## src/core/eiss_pkg.sv

```systemverilog
// Shared constants for the external interrupt select and sense block
package eiss_pkg;

    // ********
    // Register byte offsets
    // ********
    localparam logic [7:0] EISS_OFS_SENSE  = 8'h00;
    localparam logic [7:0] EISS_OFS_PINSEL = 8'h04;
    localparam logic [7:0] EISS_OFS_STATUS = 8'h08;
    localparam logic [7:0] EISS_OFS_MASK   = 8'h0c;
    localparam logic [7:0] EISS_OFS_PWRCTL = 8'h10;
    localparam logic [7:0] EISS_OFS_STATE  = 8'h14;

    // ********
    // Reset values
    // ********
    localparam logic [7:0] EISS_SENSE_RST  = 8'h00;
    localparam logic [7:0] EISS_PINSEL_RST = 8'h0c;
    localparam logic [5:0] EISS_STATUS_RST = 6'h00;
    localparam logic [5:0] EISS_MASK_RST   = 6'h00;
    localparam logic [0:0] EISS_PWRCTL_RST = 1'h0;

    // ********
    // Field positions and codes
    // ********
    localparam int EISS_NSRC          = 4;
    localparam int EISS_ST_HALT_WAKE  = 4;
    localparam int EISS_ST_WAIT_WAKE  = 5;
    localparam logic [1:0] EISS_SENSE_FALL_LOW = 2'h0;
    localparam logic [1:0] EISS_SENSE_RISE     = 2'h1;
    localparam logic [1:0] EISS_SENSE_FALL     = 2'h2;
    localparam logic [1:0] EISS_SENSE_BOTH     = 2'h3;
    localparam logic [1:0] EISS_SRC2_PB4       = 2'h1;
    localparam logic [1:0] EISS_SRC3_NONE      = 2'h3;

    // ********
    // Oscillator start-up counts in CPU cycles
    // ********
    localparam logic [12:0] EISS_START_SHORT = 13'h0100;
    localparam logic [12:0] EISS_START_LONG  = 13'h1000;

    typedef enum logic [3:0] {
        EISS_RUN   = 4'h1,
        EISS_WAIT  = 4'h2,
        EISS_HALT  = 4'h4,
        EISS_START = 4'h8
    } eiss_pwr_t;

endpackage

```

## src/core/eiss_top.sv

```systemverilog
// External interrupt pin selection, sensitivity and wake-up with AHB-Lite registers
`timescale 1ns/1ns

// ********
// Notes on behaviour
// ********
// Notes on behaviour
// RQ1: Sense register: two bits per source.
// RQ2: Codes: fall+low, rise, fall, both edges.
// RQ3: Sense writes accepted only while mask set.
// RQ4: Changing a sense field clears its pending.
// RQ5: Pin select resets to 0x0c.
// RQ6: Source 3 from port B lines 0-2.
// RQ7: Source 2 from port B lines 3-6.
// RQ8: Source 1 from port A lines 4-7.
// RQ9: Source 0 from port A lines 0-3.
// RQ10: Source 2 on B4 cannot wake halt.
// RQ11: Halt entry forces interrupt mask clear.
// RQ12: Halt exit waits 256 or 4096 cycles.
// RQ13: Wait clears mask; any request ends it.
// RQ14: Requests taken only with mask clear.
// RQ15: Edge requests latch, clear on service entry.
// RQ16: Source 3 code 11 means no input.
module eiss_top
    import eiss_pkg::*;
#(
    parameter int NPA = 8,
    parameter int NPB = 7
)
(
    // Clock and reset
    input  wire logic             clk,
    input  wire logic             reset_n,
    // AHB-Lite slave
    input  wire logic             hsel,
    input  wire logic [31:0]      haddr,
    input  wire logic [1:0]       htrans,
    input  wire logic             hwrite,
    input  wire logic [2:0]       hsize,
    input  wire logic [31:0]      hwdata,
    input  wire logic             hready,
    output logic [31:0]           hrdata,
    output logic                  hreadyout,
    output logic                  hresp,
    // Port pins
    input  wire logic [NPA-1:0]   port_a_pins,
    input  wire logic [NPB-1:0]   port_b_pins,
    // Core interrupt interface
    input  wire logic             core_imask,
    input  wire logic [3:0]       svc_ack,
    output logic [3:0]            irq_take,
    output logic                  imask_force_clr,
    // Core power interface
    input  wire logic             halt_instr,
    input  wire logic             wfi_instr,
    input  wire logic             wake_reset_req,
    output logic                  osc_on,
    output logic                  cpu_stall,
    output logic                  resume_irq,
    output logic                  resume_reset,
    // Interrupt to system
    output logic                  irq
);

    // ********
    // Pin synchronisers
    // ********
    logic [NPA-1:0] pa_s1_reg;
    logic [NPA-1:0] pa_s2_reg;
    logic [NPB-1:0] pb_s1_reg;
    logic [NPB-1:0] pb_s2_reg;

    // Idle level is high so that reset does not look like a falling edge
    always_ff @(posedge clk) begin
        if (!reset_n) begin
            pa_s1_reg <= '1;
            pa_s2_reg <= '1;
            pb_s1_reg <= '1;
            pb_s2_reg <= '1;
        end else begin
            pa_s1_reg <= port_a_pins;
            pa_s2_reg <= pa_s1_reg;
            pb_s1_reg <= port_b_pins;
            pb_s2_reg <= pb_s1_reg;
        end
    end

    // ********
    // Registers
    // ********
    logic [7:0] sense_reg;
    logic [7:0] pinsel_reg;
    logic [5:0] status_reg;
    logic [5:0] mask_reg;
    logic [0:0] pwrctl_reg;

    logic [1:0] src3_sense_field;
    logic [1:0] src2_sense_field;
    logic [1:0] src1_sense_field;
    logic [1:0] src0_sense_field;
    logic [1:0] src3_pin_field;
    logic [1:0] src2_pin_field;
    logic [1:0] src1_pin_field;
    logic [1:0] src0_pin_field;

    assign src3_sense_field = sense_reg[7:6];           // [RQ1]
    assign src2_sense_field = sense_reg[5:4];           // [RQ1]
    assign src1_sense_field = sense_reg[3:2];           // [RQ1]
    assign src0_sense_field = sense_reg[1:0];           // [RQ1]
    assign src3_pin_field   = pinsel_reg[7:6];
    assign src2_pin_field   = pinsel_reg[5:4];
    assign src1_pin_field   = pinsel_reg[3:2];
    assign src0_pin_field   = pinsel_reg[1:0];

    // ********
    // AHB-Lite address phase capture
    // ********
    logic       dph_wr_reg;
    logic [7:0] dph_addr_reg;
    logic       aph_valid;
    logic [7:0] aph_addr;

    assign aph_valid = hsel && hready && htrans[1];
    assign aph_addr  = {haddr[7:2], 2'h0};

    always_ff @(posedge clk) begin
        if (!reset_n) begin
            dph_wr_reg   <= 1'b0;
            dph_addr_reg <= 8'h00;
        end else begin
            dph_wr_reg   <= aph_valid && hwrite;
            dph_addr_reg <= aph_addr;
        end
    end

    // Zero wait states, always OKAY
    assign hreadyout = 1'b1;
    assign hresp     = 1'b0;

    logic wr_sense;
    logic wr_pinsel;
    logic wr_status;
    logic wr_mask;
    logic wr_pwrctl;

    assign wr_sense  = dph_wr_reg && dph_addr_reg == EISS_OFS_SENSE;
    assign wr_pinsel = dph_wr_reg && dph_addr_reg == EISS_OFS_PINSEL;
    assign wr_status = dph_wr_reg && dph_addr_reg == EISS_OFS_STATUS;
    assign wr_mask   = dph_wr_reg && dph_addr_reg == EISS_OFS_MASK;
    assign wr_pwrctl = dph_wr_reg && dph_addr_reg == EISS_OFS_PWRCTL;

    // Writes with the mask clear are dropped silently; bus still says OKAY
    always_ff @(posedge clk) begin
        if (!reset_n) begin
            sense_reg <= EISS_SENSE_RST;
        end else if (wr_sense && core_imask) begin
            sense_reg <= hwdata[7:0];                   // [RQ3]
        end
    end

    always_ff @(posedge clk) begin
        if (!reset_n) begin
            pinsel_reg <= EISS_PINSEL_RST;              // [RQ5]
        end else if (wr_pinsel) begin
            pinsel_reg <= hwdata[7:0];
        end
    end

    always_ff @(posedge clk) begin
        if (!reset_n) begin
            mask_reg   <= EISS_MASK_RST;
            pwrctl_reg <= EISS_PWRCTL_RST;
        end else begin
            if (wr_mask) begin
                mask_reg <= hwdata[5:0];
            end
            if (wr_pwrctl) begin
                pwrctl_reg <= hwdata[0:0];
            end
        end
    end

    // ********
    // Pin routing
    // ********
    logic [3:0] src_pin;
    logic       external_source_3;
    logic       external_source_2;
    logic       external_source_1;
    logic       external_source_0;

    always_comb begin
        case (src3_pin_field)
            2'h0:    external_source_3 = pb_s2_reg[0];  // [RQ6]
            2'h1:    external_source_3 = pb_s2_reg[1];  // [RQ6]
            2'h2:    external_source_3 = pb_s2_reg[2];  // [RQ6]
            default: external_source_3 = 1'b1;          // [RQ16]
        endcase
    end

    always_comb begin
        case (src2_pin_field)
            2'h0:    external_source_2 = pb_s2_reg[3];  // [RQ7]
            2'h1:    external_source_2 = pb_s2_reg[4];  // [RQ7]
            2'h2:    external_source_2 = pb_s2_reg[5];  // [RQ7]
            default: external_source_2 = pb_s2_reg[6];  // [RQ7]
        endcase
    end

    // Source 1 and source 0 pick within their nibble of port A
    always_comb begin
        external_source_1 = pa_s2_reg[{1'b1, src1_pin_field}]; // [RQ8]
        external_source_0 = pa_s2_reg[{1'b0, src0_pin_field}]; // [RQ9]
    end

    assign src_pin = {external_source_3, external_source_2,
                      external_source_1, external_source_0};

    // ********
    // Per-source detection
    // ********
    logic [3:0] pending;
    logic [3:0] request;
    logic [3:0] edge_evt;
    logic [7:0] sense_all;

    assign sense_all = {src3_sense_field, src2_sense_field,
                        src1_sense_field, src0_sense_field};

    genvar g;
    generate
        for (g = 0; g < EISS_NSRC; g++) begin : gen_src
            eiss_src_detect u_det (
                .clk      (clk),
                .reset_n  (reset_n),
                .pin      (src_pin[g]),
                .sense    (sense_all[2*g+1:2*g]),
                .svc_ack  (svc_ack[g]),
                .pending  (pending[g]),
                .request  (request[g]),
                .edge_evt (edge_evt[g])
            );
        end
    endgenerate

    // ********
    // Wake-up sequencing
    // ********
    logic [3:0] halt_src_ok;
    logic       halt_wake_req;
    logic       halt_woke;
    logic       wait_woke;
    logic [3:0] pwr_state;

    // B4 is not a halt wake-up source; it still interrupts when running
    assign halt_src_ok   = {1'b1, src2_pin_field != EISS_SRC2_PB4, 2'h3}; // [RQ10]
    assign halt_wake_req = |(request & halt_src_ok);    // [RQ10] [RQ14]

    eiss_pwr_wake u_pwr (
        .clk             (clk),
        .reset_n         (reset_n),
        .halt_instr      (halt_instr),
        .wfi_instr       (wfi_instr),
        .wake_reset_req  (wake_reset_req),
        .halt_wake_req   (halt_wake_req),
        .any_req         (|request),
        .long_delay      (pwrctl_reg[0]),
        .imask_force_clr (imask_force_clr),
        .osc_on          (osc_on),
        .cpu_stall       (cpu_stall),
        .resume_irq      (resume_irq),
        .resume_reset    (resume_reset),
        .halt_woke       (halt_woke),
        .wait_woke       (wait_woke),
        .state           (pwr_state)
    );

    // Requests reach the core only with the mask clear and the core running or in wait
    assign irq_take = request & {4{~core_imask & ~pwr_state[3] & ~pwr_state[2]}}; // [RQ14]

    // ********
    // Sticky status and interrupt line
    // ********
    logic [5:0] status_set;

    assign status_set = {wait_woke, halt_woke, edge_evt};

    // Set wins over a write-one-to-clear in the same cycle
    always_ff @(posedge clk) begin
        if (!reset_n) begin
            status_reg <= EISS_STATUS_RST;
        end else begin
            status_reg <= (status_reg & ~(wr_status ? hwdata[5:0] : 6'h00)) | status_set;
        end
    end

    always_ff @(posedge clk) begin
        if (!reset_n) begin
            irq <= 1'b0;
        end else begin
            irq <= |(status_reg & mask_reg);
        end
    end

    // ********
    // Read data
    // ********
    logic [31:0] rd_mux;

    always_comb begin
        case (aph_addr)
            EISS_OFS_SENSE:  rd_mux = {24'h000000, sense_reg};
            EISS_OFS_PINSEL: rd_mux = {24'h000000, pinsel_reg};
            EISS_OFS_STATUS: rd_mux = {26'h0000000, status_reg};
            EISS_OFS_MASK:   rd_mux = {26'h0000000, mask_reg};
            EISS_OFS_PWRCTL: rd_mux = {31'h00000000, pwrctl_reg};
            EISS_OFS_STATE:  rd_mux = {20'h00000, pwr_state, request, pending};
            default:         rd_mux = 32'h00000000;
        endcase
    end

    always_ff @(posedge clk) begin
        if (!reset_n) begin
            hrdata <= 32'h00000000;
        end else if (aph_valid && !hwrite) begin
            hrdata <= rd_mux;
        end
    end

endmodule

```

## src/core/eiss_src_detect.sv

```systemverilog
// One external source: edge or level detection and pending latch
`timescale 1ns/1ns
module eiss_src_detect
    import eiss_pkg::*;
(
    // Clock and reset
    input  wire logic       clk,
    input  wire logic       reset_n,
    // Source input and control
    input  wire logic       pin,
    input  wire logic [1:0] sense,
    input  wire logic       svc_ack,
    // Results
    output logic            pending,
    output logic            request,
    output logic            edge_evt
);
    logic       pin_prev_reg;
    logic [1:0] sense_prev_reg;
    logic       pending_reg;
    logic       rise;
    logic       fall;
    logic       sense_chg;

    assign rise      = pin & ~pin_prev_reg;
    assign fall      = ~pin & pin_prev_reg;
    assign sense_chg = sense != sense_prev_reg;

    always_comb begin
        case (sense)
            EISS_SENSE_FALL_LOW: edge_evt = fall;       // [RQ2]
            EISS_SENSE_RISE:     edge_evt = rise;       // [RQ2]
            EISS_SENSE_FALL:     edge_evt = fall;       // [RQ2]
            default:             edge_evt = rise | fall; // [RQ2]
        endcase
    end

    always_ff @(posedge clk) begin
        if (!reset_n) begin
            pin_prev_reg   <= 1'b1;
            sense_prev_reg <= EISS_SENSE_RST[1:0];
        end else begin
            pin_prev_reg   <= pin;
            sense_prev_reg <= sense;
        end
    end

    // New edge beats an acknowledge; a sense change discards it
    always_ff @(posedge clk) begin
        if (!reset_n) begin
            pending_reg <= 1'b0;
        end else if (sense_chg) begin
            pending_reg <= 1'b0;                        // [RQ4]
        end else if (edge_evt) begin
            pending_reg <= 1'b1;                        // [RQ15]
        end else if (svc_ack) begin
            pending_reg <= 1'b0;                        // [RQ15]
        end
    end

    assign pending = pending_reg;
    // Low level keeps requesting in the fall-and-low mode
    assign request = pending_reg | (sense == EISS_SENSE_FALL_LOW && !pin && !sense_chg); // [RQ2]
endmodule

```

## src/core/eiss_pwr_wake.sv

```systemverilog
// Wait, halt and oscillator start-up sequencing for interrupt wake-up
`timescale 1ns/1ns
module eiss_pwr_wake
    import eiss_pkg::*;
(
    // Clock and reset
    input  wire logic clk,
    input  wire logic reset_n,
    // Core events
    input  wire logic halt_instr,
    input  wire logic wfi_instr,
    input  wire logic wake_reset_req,
    input  wire logic halt_wake_req,
    input  wire logic any_req,
    input  wire logic long_delay,
    // Results
    output logic      imask_force_clr,
    output logic      osc_on,
    output logic      cpu_stall,
    output logic      resume_irq,
    output logic      resume_reset,
    output logic      halt_woke,
    output logic      wait_woke,
    output logic [3:0] state
);
    eiss_pwr_t   st_reg;
    logic [12:0] cnt_reg;
    logic        by_reset_reg;

    always_ff @(posedge clk) begin
        if (!reset_n) begin
            st_reg       <= EISS_RUN;
            cnt_reg      <= 13'h0000;
            by_reset_reg <= 1'b0;
        end else begin
            case (st_reg)
                EISS_RUN: begin
                    if (halt_instr) begin
                        st_reg <= EISS_HALT;
                    end else if (wfi_instr) begin
                        st_reg <= EISS_WAIT;
                    end
                end
                EISS_WAIT: begin
                    if (any_req || wake_reset_req) begin
                        st_reg <= EISS_RUN;             // [RQ13]
                    end
                end
                EISS_HALT: begin
                    if (halt_wake_req || wake_reset_req) begin
                        st_reg       <= EISS_START;     // [RQ12]
                        by_reset_reg <= wake_reset_req;
                        cnt_reg      <= long_delay ? EISS_START_LONG : EISS_START_SHORT;
                    end
                end
                EISS_START: begin
                    if (cnt_reg == 13'h0001) begin
                        st_reg <= EISS_RUN;             // [RQ12]
                    end
                    cnt_reg <= cnt_reg - 13'h0001;
                end
                default: st_reg <= EISS_RUN;
            endcase
        end
    end

    // Mask held clear on halt entry and throughout the wait
    assign imask_force_clr = (st_reg == EISS_RUN && halt_instr)
                           || st_reg == EISS_WAIT || st_reg == EISS_HALT; // [RQ11] [RQ13]
    assign osc_on       = st_reg != EISS_HALT;
    assign cpu_stall    = st_reg != EISS_RUN;
    assign resume_irq   = st_reg == EISS_START && cnt_reg == 13'h0001 && !by_reset_reg;
    assign resume_reset = st_reg == EISS_START && cnt_reg == 13'h0001 && by_reset_reg;
    assign halt_woke    = st_reg == EISS_HALT && (halt_wake_req || wake_reset_req);
    assign wait_woke    = st_reg == EISS_WAIT && (any_req || wake_reset_req);
    assign state        = st_reg;
endmodule

```

## config.mk

```make
export PLATFORM = sky130hd
export DESIGN_NAME = eiss_top
export DESIGN_NICKNAME = d
export VERILOG_FILES = /design/src/core/eiss_pkg.sv /design/src/core/eiss_top.sv /design/src/core/eiss_src_detect.sv /design/src/core/eiss_pwr_wake.sv
export SDC_FILE = /design/constraint.sdc
export NUM_CORES = 1
export LEC_CHECK = 0
export BUFFER_PORTS_ARGS = -buffer_cell sky130_fd_sc_hd__buf_2
export CAP_MARGIN = 15
export CORE_MARGIN = 3
export CORE_UTILIZATION = 35
export DETAILED_ROUTE_END_ITERATION = 6
export RECOVER_POWER = 50
export REMOVE_ABC_BUFFERS = 1
export SETUP_SLACK_MARGIN = 0.15
export SYNTH_ARGS = -nofsm -noshare
export SYNTH_HDL_FRONTEND = slang
export SYNTH_SLANG_ARGS = --single-unit
export TNS_END_PERCENT = 20
```

## constraint.sdc

```tcl
create_clock -name clk -period 2.1 [get_ports clk]
set_clock_uncertainty 0.05 [all_clocks]
set_input_delay 0.21 -clock clk [delete_from_list [all_inputs] [get_ports clk]]
set_output_delay 0.21 -clock clk [all_outputs]
set_load 0.005 [all_outputs]
```

==> metrics.md, run 1 <==
| Metric | Value |
|---|---|
| Outcome | `finished, violations left` |
| Failing checks | `setup timing` |
| Clock transition at the registers of the reported paths | `0.05 ns` |
| RSZ-0062 raised after global routing | `true` |
| Commonest non-fill, non-tap cell in the layout | `dfxtp_1` |
| Fill cell count | `about 1300` |
| Hold Path Class | `primary input to flip-flop` |
| Fin nets | `767` |
| Starting DRT DRC Count | `207` |
| Crit path DAT | `around 2.0 ns` |
| Ant. Diodes | `0` |
| TritonCTS buffer count | `17` |
| CTS tree | `done` |
| Slew @ Worst Pin | `1.35 ns` |
| Dominant cells by area after synthesis | `dfxtp_1, mux2i_1, nor2_1` |
| Tcrit/Tclk final | `107%` |
| Final setup viols | `8` |
| Gate power share | `7.5%` |
| Pins over their slew limit | `0` |
| Worst path bufs/invs | `1` |
| LEAKAGE | `3.02 nW` |
| Post-Syn Instances | `532` |
| Post-synth EDFFs | `0` |
| Rows | `43` |
| Setup crit end kind | `output port` |
| Grt total ovfl | `0` |
| ANT nets after route | `0` |
| Global routing usage on met2 | `27.0%` |
| Final GP Congestion | `0.820` |
| Max reg flops | `13` |
| Final wirelength | `around 13 mm` |
| Clock power share | `55.6%` |
| Worst path top cell family by delay | `simple AND/OR/NAND/NOR gates` |
| Residual DRC count | `0` |
| H-Tree Depth | `4` |
| Syn avg cell area | `9.58 um^2` |
| CORE AREA | `14000 um^2` |
| GR Layer Usage met1 | `20.1%` |
| Clk buf depth | `2` |
| Clock root cell | `clkbuf_16` |
| Slowest-stage cell, CP | `or4_4` |
| HPWL after DPL | `around 9.1 mm` |
| Met3 Usage GRT | `4.51%` |
| Worst Path Required | `between 1.5 and 2 ns` |
| Post-synth cell types | `65` |
| Max_cap viols | `0` |
| Tot GR Track Use | `16.3%` |
| IR Drop Worst-Case VDD | `roughly 0.57 mV` |
| Internal power | `around 4.8 mW` |
| Part of the power in registers | `36.9%` |
| Max stage delay on crit path | `between 0.5 and 0.6 ns` |
| Die ar. | `16000 um^2` |
| Final critical-path required period | `2.26 ns` |
| Via density | `4.93` |
| Ys flop type | `dfxtp_1` |
| Via count | `4202` |
| Area Overhead vs Synth | `39.2%` |
| Fin worst setup slack | `-0.157 ns` |
| Die W | `approximately 130 um` |
| Gr busiest metal | `met2` |
| CP max FO | `2` |
| Drt wl/cell | `15.4 um` |
| Ys async rst share | `0%` |
| Seq cells post-synth | `113` |
| Commonest non-fill, non-tap cells in the layout | `dfxtp_1, buf_2, nor2_1, mux2i_1, buf_4` |
| Fin cells | `853` |
| I/O pins | `about 140` |
| Post-Syn Area | `5100 um^2` |
| Die height | `127 um` |
| Power Dens Cells | `between 800 and 900 nW/um^2` |
| Clk Latency, worst-skew pair | `0.42 ns` |
| Register-to-register setup slack | `-0.11 ns` |
| Cell taking the most area after synthesis | `dfxtp_1` |
| Top cell type's share of synthesized area | `between 40 and 50%` |
| First-pass GRT wire length | `20.7 mm` |
| Pin count of the biggest net entering global routing | `33` |
| Setup TNS | `-0.624 ns` |
| Fin util | `roughly half` |
| Critical path class | `flip-flop to output port` |
| Startpoint types | `flip-flop` |
| Vias in the first global route | `4159` |
| Clock sinks | `approximately 110` |
| Port Buf Inserts | `64` |
| Sequential-to-total area share from yosys stat | `between 40% and 50%` |
| Worst slew margin | `10.1%` |
| Hold WS | `0.0128 ns` |
| Initial antenna violation count | `0` |
| TritonRoute pass-1 iters | `5` |
| Cells along the critical path | `or4_4 > nor4_4 > and3_1 > nand2_1 > nor2_1 > buf_2` |
| Share of layout cells above drive strength 1 | `32.2%` |
| Sw Share | `about a fifth` |
| Fmax | `443 MHz` |
| Cell count after placement | `783` |
| Placement Setup Slack | `-0.0618 ns` |
| Synth Warn # | `0` |
| Final Hold Viols | `0` |
| Starting Density | `36.3%` |
| Psw | `roughly 1.3 mW` |
-- worst register-to-register path, stage by stage, from the launching register on --
cell and delay [ns]:
dfxtp_2 0.31, or4_4 0.55, nor4_4 0.19, buf_4 0.17
buf_6 0.09, buf_6 0.08, buf_6 0.08, buf_6 0.08
buf_6 0.10, nand2_4 0.05, xnor2_2 0.14, a211oi_2 0.22
-- Yosys cell counts, types with 3 or more instances --
master,number
a211oi_1,5
dfxtp_1,113
and2_1,16
nand3b_1,3
a31oi_1,4
nor3_1,11
a21oi_1,18
nand3_1,8
a22o_1,8
and3_1,3
nand2_1,33
or4_1,5
nand2b_1,32
xor2_1,9
mux4_2,6
a221oi_1,3
nor4_1,7
nor4b_1,3
buf_6,3
or3_1,5
ha_1,10
buf_4,22
mux2i_1,34
a22oi_1,8
clkbuf_1,18
or2_2,3
inv_1,25
nor2_1,60
o31ai_2,6
-- area by class of cell --
| type | count | area (um^2) | area share, % |
|---|---|---|---|
| clock buffer | 22 | 464 | 6.54 |
| clock inverter | 10 | 229 | 3.23 |
| inverter | 26 | 103 | 1.45 |
| multi-input combinational | 368 | 2850 | 40.2 |
| sequential | 113 | 2270 | 32.1 |
| tap | 180 | 225 | 3.17 |
| timing repair buffer | 134 | 947 | 13.3 |
-- final timing paths --
check / from / end / depth (start not counted)
worst min register to register: pa_s1_reg[4] / pa_s2_reg[4] / 1
worst max register to register: u_pwr.cnt_reg[3] / u_pwr.cnt_reg[12] / 11
worst min-delay path: hwdata[6] / sense_all[6] / 3
worst max-delay path: u_pwr.cnt_reg[3] / resume_irq / 6
-- metrics by stage --
step,total power [mW],cell area (um^2)
after CTS,6.06,6810
after global placement,2.62,5710
final,6.08,7100
after detailed placement,2.62,5710
after global routing,6.28,7100
after floorplan,2.45,4890
-- power by group through the flow --
stage | Sequential, mW | Combinational (mW) | Clock (mW)
2_1_floorplan | 2.27 | 0.181 | 0
3_3_place_gp | 2.28 | 0.334 | 0
3_5_place_dp | 2.28 | 0.341 | 0
4_1_cts | 2.24 | 0.405 | 3.42
5_1_grt | 2.25 | 0.500 | 3.53
6_report | 2.24 | 0.457 | 3.38
-- layer usage --
layer  vias up  part of all wire, %
met4         0                  2.0
li1       2059                    -
met3        24                  6.5
met5         -                    0
met2       126                   48
met1      1993                   43
-- cell families (layout without fill, tap and decap cells) --
kind of cell               count (synthesis)  after routing  synth area share [%]
buffers and inverters                     71            192                  7.34
other                                      2             22                 0.147
xor gates and xnor gates                  11             11                  1.89
adders and majority gates                 10             10                  2.46
DFF                                      113            113                  44.4
AOI/OAI and AO/OA                         73             73                  11.5
and+or+nand+nor                          210            210                  22.5
muxes                                     42             42                  9.77
-- repair_timing --
item / 4_1_cts / 5_1_grt
resized for setup: 33 / 51
endpoints found under the setup margin: 24 / 42
buffers inserted: 12 / 7
pin swaps: 17 / 28
hold buffers: 19 / 0
hold endpoints to repair: 18 / 0
Power figures use the tool's default switching activity.
==> run 2, diff against run 1 <==
SYNTH_HIERARCHICAL = 1   (was not set)
==> metrics.md, run 2 <==
| Metric | Value |
|---|---|
| Pin count of the biggest net entering global routing | `42` |
| Fmax | `400 MHz` |
| Worst path bufs/invs | `2` |
| I/O pins | `between 100 and 150` |
| Clk buf depth | `2` |
| Ys async rst share | `0%` |
| Cell count after placement | `785` |
| Vias in the first global route | `4209` |
| Starting DRT DRC Count | `236` |
| IR Drop Worst-Case VDD | `0.564 mV` |
| Via density | `4.93` |
| Clock sinks | `113` |
| Power Dens Cells | `813 nW/um^2` |
| Final setup viols | `27` |
| LEAKAGE | `around 2.8 nW` |
| Clock power share | `51.1%` |
| Grt total ovfl | `0` |
| Crit path DAT | `2.24 ns` |
| Initial antenna violation count | `0` |
| Top cell type's share of synthesized area | `45.2%` |
| Cell taking the most area after synthesis | `dfxtp_1` |
| Syn avg cell area | `approximately 9.8 um^2` |
| Cells along the critical path | `or4_4 > or4_4 > buf_6 > nor4_4 > buf_2` |
| Final critical-path required period | `2.50 ns` |
| Commonest non-fill, non-tap cells in the layout | `dfxtp_1, buf_2, buf_4, nor2_1, nand2b_1` |
| Die height | `~130 um` |
| Critical path class | `flip-flop to output port` |
| Fill cell count | `1307` |
| Seq cells post-synth | `113` |
| HPWL after DPL | `between 9 and 10 mm` |
| Die ar. | `15800 um^2` |
| First-pass GRT wire length | `slightly above 20 mm` |
| Failing checks | `setup timing` |
| Via count | `about 4200` |
| CTS tree | `done` |
| Clock transition at the registers of the reported paths | `0.06 ns` |
| Post-synth cell types | `60` |
| Worst path top cell family by delay | `simple AND/OR/NAND/NOR gates` |
| CP max FO | `2` |
| Clk Latency, worst-skew pair | `0.42 ns` |
| RSZ-0062 raised after global routing | `true` |
| Worst slew margin | `43.9%` |
| Clock root cell | `clkbuf_16` |
| Slowest-stage cell, CP | `or4_4` |
| Final instance area | `6780 um^2` |
| Power, Total | `5.51 mW` |
| Residual DRC count | `0` |
| Ant. Diodes | `0` |
| Setup TNS | `-6.66 ns` |
| Final GP Congestion | `a little under 0.9` |
| Pins over their slew limit | `0` |
| Tcrit/Tclk final | `119%` |
| Final Hold Viols | `0` |
| Worst Path Required | `1.84 ns` |
| H-Tree Depth | `4` |
| Fin nets | `758` |
| Ys flop type | `dfxtp_1` |
| Psw | `1.33 mW` |
| Placement Setup Slack | `-0.488 ns` |
| Part of the power in registers | `~41%` |
| Sequential-to-total area share from yosys stat | `45.2%` |
| Max_cap viols | `0` |
| Area Overhead vs Synth | `35.4%` |
| Max stage delay on crit path | `0.54 ns` |
| Share of layout cells above drive strength 1 | `30.7%` |
| Fin cells | `844` |
| Hold WS | `between 0.015 and 0.02 ns` |
| ANT nets after route | `0` |
| Gate power share | `8.4%` |
| Rows | `43` |
| Die W | `126 um` |
| Slew @ Worst Pin | `0.841 ns` |
| TritonRoute pass-1 iters | `4` |
| Worst path most repeated cell | `or4_4` |
| Dominant cells by area after synthesis | `dfxtp_1, nand2b_1, mux2i_1` |
| Post-Syn Instances | `511` |
| Outcome | `finished, violations left` |
| Startpoint types | `flip-flop` |
| CORE AREA | `between 10000 and 15000 um^2` |
| Synth Warn # | `6` |
| TritonCTS buffer count | `17` |
| Most common cell in the netlist | `dfxtp_1` |
| Drt wl/cell | `around 15 um` |
| Max reg flops | `13` |
| Internal power | `4.18 mW` |
| Final wirelength | `about 13 mm` |
| Commonest non-fill, non-tap cell in the layout | `dfxtp_1` |
| Multi-input gate area | `2660 um^2` |
| Setup crit end kind | `output port` |
| Register area | `2270 um^2` |
| Fin worst setup slack | `-0.403 ns` |
| Port Buf Inserts | `64` |
| Area after DPL | `5740 um^2` |
| Post-Syn Area | `5010 um^2` |
| Post-synth EDFFs | `0` |
| Commonest cells in the netlist | `dfxtp_1, nor2_1, nand2b_1` |
| Starting Density | `35.9%` |
| Fin util | `between 40% and 50%` |
| Hold Path Class | `primary input to flip-flop` |
| Sw Share | `24.1%` |
| Tot GR Track Use | `16.6%` |
[run 2: worst register-to-register path, cell delays in order (launching register included)]
cell and delay, ns:
dfxtp_2 0.32, or4_4 0.54, or4_4 0.52, buf_6 0.14, buf_4 0.13, or4_1 0.46
a31oi_1 0.16
[run 2: power by group through the flow]
| stage | Combinational, mW | Clock, mW | Sequential, mW |
|---|---|---|---|
| 2_1_floorplan | 0.182 | 0 | 2.28 |
| 3_3_place_gp | 0.372 | 0 | 2.27 |
| 3_5_place_dp | 0.381 | 0 | 2.28 |
| 4_1_cts | 0.453 | 2.88 | 2.23 |
| 5_1_grt | 0.508 | 3.00 | 2.23 |
| 6_report | 0.465 | 2.82 | 2.23 |
[run 2: what timing repair did]
action	CTS	global route
endpoints found under the setup margin	37	37
setup buffers	7	1
hold buffers	18	0
gates cloned	0	1
pin swaps	18	15
gates resized for setup	35	19
endpoints found under the hold margin	18	0
[run 2: area by class of cell]
cell class | instances | share of cell area, %
tap | 180 | 3.32
inverter | 19 | 1.05
multi-input combinational | 358 | 39.3
sequential | 113 | 33.5
clock buffer | 17 | 6.28
timing repair buffer | 142 | 14.2
clock inverter | 15 | 2.34
[run 2: cell families after synthesis]
family	synth area share (%)
xor+xnor	1.40
fa+ha+maj	2.50
simple gates	22.5
other cells	0.150
mux	9.47
compound gates	12.1
flops	45.2
buf+inv	6.72
[run 2: final timing paths]
| path | startpoint | to | slack [ns] | depth (start not counted) |
|---|---|---|---|---|
| max | u_pwr/cnt_reg[5] | resume_irq | -0.40 | 5 |
| min | hwdata[7] | pinsel_reg[7] | 0.02 | 3 |
| max reg2reg | u_pwr/cnt_reg[5] | u_pwr/cnt_reg[12] | -0.31 | 6 |
| min reg2reg | pa_s1_reg[6] | pa_s2_reg[6] | 0.35 | 1 |
[run 2: layer usage]
| metal | track usage, % | wire length, um |
|---|---|---|
| met1 | 20.1 | 5630 |
| met2 | 27.8 | 6450 |
| met3 | 5.34 | 621 |
| met4 | 5.55 | 139 |
| met5 | 0 | 0 |
